File: src/verilog/eeprom_wr_pkg.sv
// Shared constants and types for the serial EEPROM write path
package eeprom_wr_pkg;
	// Control code value is a plain default, not taken from any part
	localparam logic [3:0] CTRL_CODE = 4'hA;
	localparam int ADDR_W = 17;
	localparam int PAGE_W = 7;
	localparam int PAGE_BYTES = 128;
	localparam int BASE_W = ADDR_W - PAGE_W;
	localparam int CLK_HZ = 25_000_000;
	localparam int TWC_MS = 5;
	// Longest time: rounds down
	localparam int TWC_CYCLES = (CLK_HZ / 1000) * TWC_MS;
	localparam logic [3:0] BIT_LAST = 4'h8;
	localparam logic [8:0] STEP_END = 9'h100;
	localparam logic [1:0] IDX_CTRL = 2'h0;
	localparam logic [1:0] IDX_HI = 2'h1;
	localparam logic [1:0] IDX_LO = 2'h2;
	localparam logic [1:0] IDX_DATA = 2'h3;
	// Control byte field positions
	localparam int CB_CS_HI = 3;
	localparam int CB_CS_LO = 2;
	localparam int CB_BLOCK = 1;
	localparam int CB_RW = 0;
	typedef enum logic [3:0] {
		ST_IDLE = 4'h1,
		ST_RECV = 4'h2,
		ST_ACK = 4'h4,
		ST_SKIP = 4'h8
	} bus_state_type;
endpackage

File: src/verilog/page_buffer.sv
// Page buffer: 128 bytes, one write port, one registered read port
`timescale 1ns/1ps
`default_nettype none
module page_buffer (
	input wire logic mclk_i,
	input wire logic rst_i,
	input wire logic we_i,
	input wire logic [eeprom_wr_pkg::PAGE_W-1:0] waddr_i,
	input wire logic [7:0] wdata_i,
	input wire logic [eeprom_wr_pkg::PAGE_W-1:0] raddr_i,
	output logic [7:0] rdata_o
);
	import eeprom_wr_pkg::*;

	logic [7:0] mem [PAGE_BYTES];

	// Storage carries no reset; validity is tracked by the owner
	always_ff @(posedge mclk_i) begin
		if (we_i) begin
			mem[waddr_i] <= wdata_i;
		end
	end

	always_ff @(posedge mclk_i or posedge rst_i) begin
		if (rst_i) begin
			rdata_o <= 8'h00;
		end else begin
			rdata_o <= mem[raddr_i];
		end
	end
endmodule
`default_nettype wire

File: src/verilog/serial_eeprom_write_path.sv
// Write path of a two-wire serial EEPROM slave
// Functional notes
// - Acknowledge a matching write control byte on its ninth clock.
// - First address byte loads pointer high part, second the low part; both acked.
// - Data byte is acked; Stop then launches the timed write cycle.
// - During the write cycle, nack a control byte equal to the launching one.
// - Under write protect ack everything but write nothing, stay ready.
// - After a byte write the pointer holds the next address.
// - The whole page is rewritten, unchanged bytes included.
// - Up to 127 more data bytes are buffered and committed after Stop.
// - Each data byte increments only the low seven pointer bits.
// - Beyond 128 bytes the counter rolls and overwrites buffered bytes.
// - Write protect high guards the whole array; low disables guard.
// - Write protect is sampled at Stop; later changes are ignored.
// - Writes reaching a page end wrap to the same page start.
// - After the cycle ends, the polling control byte is acked.
// - Data changes only while clock low; changes while high mark Start/Stop.
// - Respond only when chip-select bits match the chip-select inputs.
// - The write cycle lasts at most 5 ms.
`timescale 1ns/1ps
`default_nettype none
module serial_eeprom_write_path #(
	parameter int TWC_CYCLES_P = eeprom_wr_pkg::TWC_CYCLES
) (
	input wire logic mclk_i,
	input wire logic rst_i,
	input wire logic scl_i,
	input wire logic sda_i,
	output logic sda_o,
	output logic sda_oe_o,
	input wire logic write_protect_i,
	input wire logic chip_select_input_low_i,
	input wire logic chip_select_input_high_i,
	output logic busy_o,
	output logic [eeprom_wr_pkg::ADDR_W-1:0] addr_ptr_o,
	output logic [eeprom_wr_pkg::ADDR_W-1:0] mem_addr_o,
	output logic mem_we_o,
	output logic [7:0] mem_wdata_o,
	input wire logic [7:0] mem_rdata_i
);
	import eeprom_wr_pkg::*;

	// ----------------------------------------
	// Pin synchronisers and bus events
	// ----------------------------------------
	logic [4:0] meta_q, sync_q;
	logic [1:0] prev_q;
	always_ff @(posedge mclk_i or posedge rst_i) begin
		if (rst_i) begin
			meta_q <= 5'h18;
			sync_q <= 5'h18;
			prev_q <= 2'h3;
		end else begin
			meta_q <= {scl_i, sda_i, write_protect_i, chip_select_input_high_i,
				chip_select_input_low_i};
			sync_q <= meta_q;
			prev_q <= sync_q[4:3];
		end
	end
	wire scl_s = sync_q[4];
	wire sda_s = sync_q[3];
	wire wp_s = sync_q[2];
	wire cs_hi_s = sync_q[1];
	wire cs_lo_s = sync_q[0];
	wire scl_rise = scl_s & ~prev_q[1];
	wire scl_fall = ~scl_s & prev_q[1];
	// Data edges under a steady high clock are Start and Stop
	wire start_ev = scl_s & prev_q[1] & prev_q[0] & ~sda_s;
	wire stop_ev = scl_s & prev_q[1] & ~prev_q[0] & sda_s;

	// ----------------------------------------
	// State
	// ----------------------------------------
	bus_state_type st_q, st_d;
	logic [3:0] bitcnt_q, bitcnt_d;
	logic [7:0] shreg_q;
	logic [1:0] idx_q;
	logic [ADDR_W-1:0] ptr_q;
	logic [6:0] cur_ctrl_q, launch_q;
	logic [PAGE_BYTES-1:0] valid_q;
	logic have_data_q, busy_q;
	logic [BASE_W-1:0] base_q;
	logic [8:0] step_q;
	logic [16:0] cyc_q;
	logic [7:0] buf_rdata;

	// ----------------------------------------
	// Byte decode
	// ----------------------------------------
	wire byte_done = (st_q == ST_RECV) && (bitcnt_q == BIT_LAST) && scl_fall;
	wire ctrl_match = (shreg_q[7:4] == CTRL_CODE) && (shreg_q[CB_CS_HI] == cs_hi_s)
		&& (shreg_q[CB_CS_LO] == cs_lo_s) && !shreg_q[CB_RW];
	// Acknowledge polling: same control byte as the running write stays silent
	wire poll_block = busy_q && (shreg_q[7:1] == launch_q);
	wire is_ctrl = (idx_q == IDX_CTRL);
	wire ack_ctrl = ctrl_match && !poll_block;
	wire accept = byte_done && (!is_ctrl || ack_ctrl);
	wire ctrl_take = byte_done && is_ctrl && ack_ctrl;
	// Data arriving while the array is busy is acked but dropped
	wire data_take = byte_done && (idx_q == IDX_DATA) && !busy_q;
	wire commit_go = stop_ev && have_data_q && !busy_q && !wp_s;
	wire wp_drop = stop_ev && have_data_q && !busy_q && wp_s;
	wire [6:0] wr_off = step_q[7:1];
	wire stepping = busy_q && (step_q != STEP_END);
	wire cyc_end = busy_q && !stepping && (cyc_q >= 17'(TWC_CYCLES_P - 1));

	always_comb begin
		st_d = st_q;
		bitcnt_d = bitcnt_q;
		if (start_ev) begin
			st_d = ST_RECV;
			bitcnt_d = 4'h0;
		end else if (stop_ev) begin
			st_d = ST_IDLE;
		end else begin
			unique case (st_q)
				ST_IDLE, ST_SKIP: begin
				end
				ST_RECV: begin
					if (scl_rise) begin
						bitcnt_d = bitcnt_q + 4'h1;
					end
					if (byte_done) begin
						st_d = accept ? ST_ACK : ST_SKIP;
					end
				end
				ST_ACK: begin
					if (scl_fall) begin
						st_d = ST_RECV;
						bitcnt_d = 4'h0;
					end
				end
				default: st_d = ST_IDLE;
			endcase
		end
	end

	// ----------------------------------------
	// Bus side registers
	// ----------------------------------------
	always_ff @(posedge mclk_i or posedge rst_i) begin
		if (rst_i) begin
			st_q <= ST_IDLE;
			bitcnt_q <= 4'h0;
			shreg_q <= 8'h00;
			sda_o <= 1'b0;
			sda_oe_o <= 1'b0;
		end else begin
			st_q <= st_d;
			bitcnt_q <= bitcnt_d;
			sda_o <= 1'b0;
			if (st_q == ST_RECV && scl_rise) begin
				shreg_q <= {shreg_q[6:0], sda_s};
			end
			// Pull low through the whole ninth clock, release on its fall
			if (start_ev || stop_ev || (st_q == ST_ACK && scl_fall)) begin
				sda_oe_o <= 1'b0;
			end else if (accept) begin
				sda_oe_o <= 1'b1;
			end
		end
	end

	always_ff @(posedge mclk_i or posedge rst_i) begin
		if (rst_i) begin
			idx_q <= IDX_CTRL;
			ptr_q <= '0;
			cur_ctrl_q <= 7'h00;
			have_data_q <= 1'b0;
		end else begin
			if (start_ev) begin
				idx_q <= IDX_CTRL;
			end else if (accept && idx_q != IDX_DATA) begin
				idx_q <= idx_q + 2'h1;
			end
			if (ctrl_take) begin
				cur_ctrl_q <= shreg_q[7:1];
				ptr_q[ADDR_W-1] <= shreg_q[CB_BLOCK];
			end
			if (accept && idx_q == IDX_HI) begin
				ptr_q[15:8] <= shreg_q;
			end
			if (accept && idx_q == IDX_LO) begin
				ptr_q[7:0] <= shreg_q;
			end
			// Only the in-page part counts, so the page wraps on itself
			if (data_take) begin
				ptr_q[PAGE_W-1:0] <= ptr_q[PAGE_W-1:0] + 7'h01;
			end
			if (start_ev || stop_ev) begin
				have_data_q <= 1'b0;
			end else if (data_take) begin
				have_data_q <= 1'b1;
			end
		end
	end

	page_buffer u_buf (
		.mclk_i(mclk_i),
		.rst_i(rst_i),
		.we_i(data_take),
		.waddr_i(ptr_q[PAGE_W-1:0]),
		.wdata_i(shreg_q),
		.raddr_i(wr_off),
		.rdata_o(buf_rdata)
	);

	// ----------------------------------------
	// Self-timed write cycle
	// ----------------------------------------
	always_ff @(posedge mclk_i or posedge rst_i) begin
		if (rst_i) begin
			valid_q <= '0;
			busy_q <= 1'b0;
			launch_q <= 7'h00;
			base_q <= '0;
			step_q <= 9'h000;
			cyc_q <= 17'h00000;
		end else begin
			// A new command starts from an empty page image
			if ((ctrl_take && !busy_q) || wp_drop || cyc_end) begin
				valid_q <= '0;
			end else if (data_take) begin
				valid_q[ptr_q[PAGE_W-1:0]] <= 1'b1;
			end
			if (commit_go) begin
				busy_q <= 1'b1;
				launch_q <= cur_ctrl_q;
				base_q <= ptr_q[ADDR_W-1:PAGE_W];
				step_q <= 9'h000;
				cyc_q <= 17'h00000;
			end else if (busy_q) begin
				cyc_q <= cyc_q + 17'h00001;
				if (stepping) begin
					step_q <= step_q + 9'h001;
				end
				if (cyc_end) begin
					busy_q <= 1'b0;
				end
			end
		end
	end

	// Two cycles per byte: present address, then write with the merged byte
	always_ff @(posedge mclk_i or posedge rst_i) begin
		if (rst_i) begin
			mem_addr_o <= '0;
			mem_we_o <= 1'b0;
			mem_wdata_o <= 8'h00;
			busy_o <= 1'b0;
			addr_ptr_o <= '0;
		end else begin
			if (stepping && !step_q[0]) begin
				mem_addr_o <= {base_q, wr_off};
			end
			mem_we_o <= stepping && step_q[0];
			mem_wdata_o <= valid_q[wr_off] ? buf_rdata : mem_rdata_i;
			busy_o <= busy_q;
			addr_ptr_o <= ptr_q;
		end
	end
endmodule
`default_nettype wire

File: config.mk
export PLATFORM = sky130hd
export DESIGN_NAME = serial_eeprom_write_path
export DESIGN_NICKNAME = d
export VERILOG_FILES = /design/src/verilog/eeprom_wr_pkg.sv /design/src/verilog/page_buffer.sv /design/src/verilog/serial_eeprom_write_path.sv
export SDC_FILE = /design/constraint.sdc
export NUM_CORES = 2
export LEC_CHECK = 0
export BUFFER_PORTS_ARGS = -buffer_cell sky130_fd_sc_hd__buf_2
export CAP_MARGIN = 20
export CORE_MARGIN = 8
export CORE_UTILIZATION = 45
export CTS_CLUSTER_DIAMETER = 80
export DETAILED_ROUTE_END_ITERATION = 7
export GPL_TIMING_DRIVEN = 1
export SLEW_MARGIN = 20
export SYNTH_ARGS = -nofsm -noshare
export SYNTH_HDL_FRONTEND = slang
export SYNTH_SLANG_ARGS = --single-unit
File: constraint.sdc
create_clock -name mclk_i -period 11.2 [get_ports mclk_i]
set_input_delay 0.56 -clock mclk_i [delete_from_list [all_inputs] [get_ports mclk_i]]
set_output_delay 0.56 -clock mclk_i [all_outputs]
set_load 0.005 [all_outputs]
==> results.md <==
- Status: finished, final reports clean
- Non-filler cells in the finished layout: 4340
- Final hold viol count: 0
- Via count: about 26000
- Reg2Reg Setup Slack: between 6 and 7 ns
- Hpwl dp: 80.6 mm
- Cells along the critical path: buf_4 -> buf_4 -> mux4_2 -> a22o_1 -> a221oi_1 -> nor3_1 -> o41ai_1 -> o21ai_1
- Drt drc: 0
- Most frequent cells in the layout: edfxtp_1, mux4_2, dfrtp_1
- Post-Syn Nets: between 2000 and 3000
- Util after Layout: 0.507
- RR Startpoint: step_q[1]
- Maximum vdd drop: approximately 160 uV
- Crit path arrival time: ~5.3 ns
- Worst-Skew Late Latency: roughly 0.75 ns
- Grt total ovfl: 0
- Seq/Total Area, Yosys: 0.736
- Synth warnings: 0
- Chip Width: 353 um
- CP peak stage delay: about 1.1 ns
- Post-route ant nets: 0
- TritonCTS Buffers: approximately 140
- Commonest non-fill, non-tap cell in the layout: edfxtp_1
- Initial Utilization: 0.451
- Final wirelength: between 100 and 150 mm
- First-pass DRT Iterations: 8
- Slew margin rel.: 0.232
- Leakage power: approximately 19 nW
- Tcrit/Tclk final: 0.422
- H-tree depth: 4
- Max Cap Viol: 0
- Post-synth EDFFs: between 1000 and 1500
- Worst-path maximum fanout: 46
- Fill count: about 9000
- Netlist cell types: just under 70
- Clk pin slew, worst setup/hold paths: 0.07 ns
- Main synth FF type: edfxtp_1
- TritonCTS clock tree: built
- Setup Fix Bufs, Post-CTS: 0
- Drt wl/cell: 30.0 um
- Worst setup EP type: flip-flop
- Global-route wire length before repair: 191 mm
- WS Path Type: reg2reg
- Total negative setup slack: 0 ns
- Hold Path Class: in2async
- Placed Cells: 4077
- Initial antenna violation count: 7
- Final Max Tran Viols: 0
- Share of cells above drive strength 1: 0.260
- Crit-path leading delay family: buffers and inverters
- Fmax: 211 MHz
- Resize count post-CTS: 0
- Async S/R FF share, synth: 0.214
- I/O pin cnt: 61
- Root buffer cell: clkbuf_16
- WP buf/inv: 2
- Mean Syn Cell Area: between 15 and 20 um^2
- Vias in the first global route: between 20000 and 30000
- Syn Inst Count: between 2000 and 3000
- RSZ-0062 raised after global routing: false
- RePlAce Congestion: around 0.9
- DR iter-0 viols: between 2000 and 3000
- Chip Height: around 350 um
- Clock sinks: 1302
- Total track usage: 0.206
- RR Endpoint: u_buf.rdata_o[4]
- Setup Viol. Count Final: 0
- Largest net degree at the start of global routing: between 150 and 200
- Worst path slowest cell: dfrtp_4
- Core Box Area: about 0.11 mm^2
- Final #Nets: between 2000 and 3000
- Reg2Reg Depth: 8
- FF+latch count, synth: 1302
- Via-to-Cell Ratio: about 6
- Pwr Density: between 150 and 200 mW/mm^2
- Clk buf depth: 3
- Port bufs: 59
- Min Tclk post-route: roughly 4.7 ns
- Final Skew: 0.0351 ns
- Crit path top cell by count: buf_4
- Worst Tran Pin Value: about 1.2 ns
- Req. time, crit path: 11.81 ns
- Synthesized area: between 0.05 and 0.06 mm^2
- Layout area overhead: 12.5%
- Die area: between 0.1 and 0.15 mm^2
- Startpoint Class: flip-flop
- Row cnt: around 120
[final cells by class]
cell class | instances | area [um^2] | share of cell area
Tap cell | 1512 | 1890 | 0.0328
Sequential cell | 1302 | 37800 | 0.655
Antenna cell | 5 | 12.5 | 0.000217
Multi-Input combinational cell | 1153 | 12800 | 0.222
Inverter | 15 | 63.8 | 0.00111
Timing Repair Buffer | 101 | 663 | 0.0115
Clock inverter | 75 | 732 | 0.0127
Clock buffer | 177 | 3750 | 0.0651
[where the power goes]
group          internal [mW]  total, mW  switching, mW
registers               5.16       5.16        0.00371
clock network           2.59       4.47           1.88
logic                0.00684     0.0355         0.0286
total                   7.76       9.67           1.91
[cells by family (layout without fill, tap and decap cells)]
group / after synthesis / count (layout) / share of synthesized area
DFF: 1302 / 1302 / 0.736
muxes: 421 / 421 / 0.163
and+or+nand+nor: 415 / 415 / 0.0382
AOI/OAI and AO/OA: 272 / 272 / 0.0384
buffers and inverters: 159 / 368 / 0.0165
xor gates and xnor gates: 34 / 34 / 0.00581
adders and majority gates: 10 / 10 / 0.00244
other: 1 / 6 / 0.0000732
[through the flow]
step | worst slack [ns] | total power, mW | hold WS, ns | area [um^2]
after CTS | 6.45 | 9.75 | 0.0333 | 57600
after global placement | 6.47 | 5.30 | 0.344 | 53000
final | 6.47 | 9.67 | 0.0156 | 57600
after detailed placement | 6.44 | 5.30 | 0.348 | 53100
after floorplan | 2.99 | 5.28 | 0.331 | 51200
after global routing | 6.14 | 9.93 | 0.0936 | 57600
[Yosys cell counts, types with 14 or more instances]
| cell | n | share of area |
|---|---|---|
| nor3_1 | 15 | 0.0015 |
| mux4_2 | 318 | 0.14 |
| o211ai_1 | 16 | 0.0023 |
| mux2i_1 | 39 | 0.0076 |
| o21ai_0 | 25 | 0.0024 |
| o21a_1 | 129 | 0.019 |
| nor2_1 | 195 | 0.014 |
| nand4_1 | 25 | 0.0031 |
| clkbuf_1 | 43 | 0.0031 |
| a22oi_1 | 18 | 0.0026 |
| nor2b_1 | 23 | 0.0028 |
| inv_1 | 14 | 0.0010 |
| a21oi_1 | 19 | 0.0019 |
| xor2_1 | 26 | 0.0044 |
| dfrtp_1 | 271 | 0.13 |
| nand3_1 | 44 | 0.0043 |
| edfxtp_1 | 1024 | 0.60 |
| buf_2 | 55 | 0.0054 |
| mux2_2 | 60 | 0.013 |
| nand2_1 | 52 | 0.0038 |
| buf_6 | 15 | 0.0033 |
| buf_4 | 18 | 0.0026 |
[state kept, by name, summed over array words and instances, names as in the netlist, 2 cells and up]
name           count
u_buf.mem       1024
valid_q          128
addr_ptr_o        17
cyc_q             17
mem_addr_o        17
ptr_q             16
base_q             9
step_q             9
mem_wdata_o        8
shreg_q            8
u_buf.rdata_o      8
cur_ctrl_q         7
launch_q           7
meta_q             5
sync_q             5
bitcnt_q           4
st_q               4
idx_q              2
prev_q             2
[how the worst max path moves through the flow]
| stage | cells past startpoint | end | startpoint |
|---|---|---|---|
| detailed placement | 8 | u_buf.rdata_o[4] | step_q[1] |
| global route | 8 | u_buf.rdata_o[4] | step_q[1] |
| finish | 8 | u_buf.rdata_o[4] | step_q[1] |
| CTS | 8 | u_buf.rdata_o[4] | step_q[1] |
| floorplan | 1 | addr_ptr_o[0] | rst_i |
| global placement | 8 | u_buf.rdata_o[4] | step_q[1] |
[routing by layer]
metal  GRT usage  part of all wire  vias up
met1       0.282              0.41    14100
li1            -                 -    10800
met2       0.328              0.48     1033
met5           0                 0        -
met3      0.0509             0.076      219
met4      0.0653             0.028        0
[what timing repair did]
item                                    CTS  global route
endpoints found under the setup margin    0             0
hold buffers                              5             0
endpoints found under the hold margin     5             0
(Power assumes the default switching activity.)
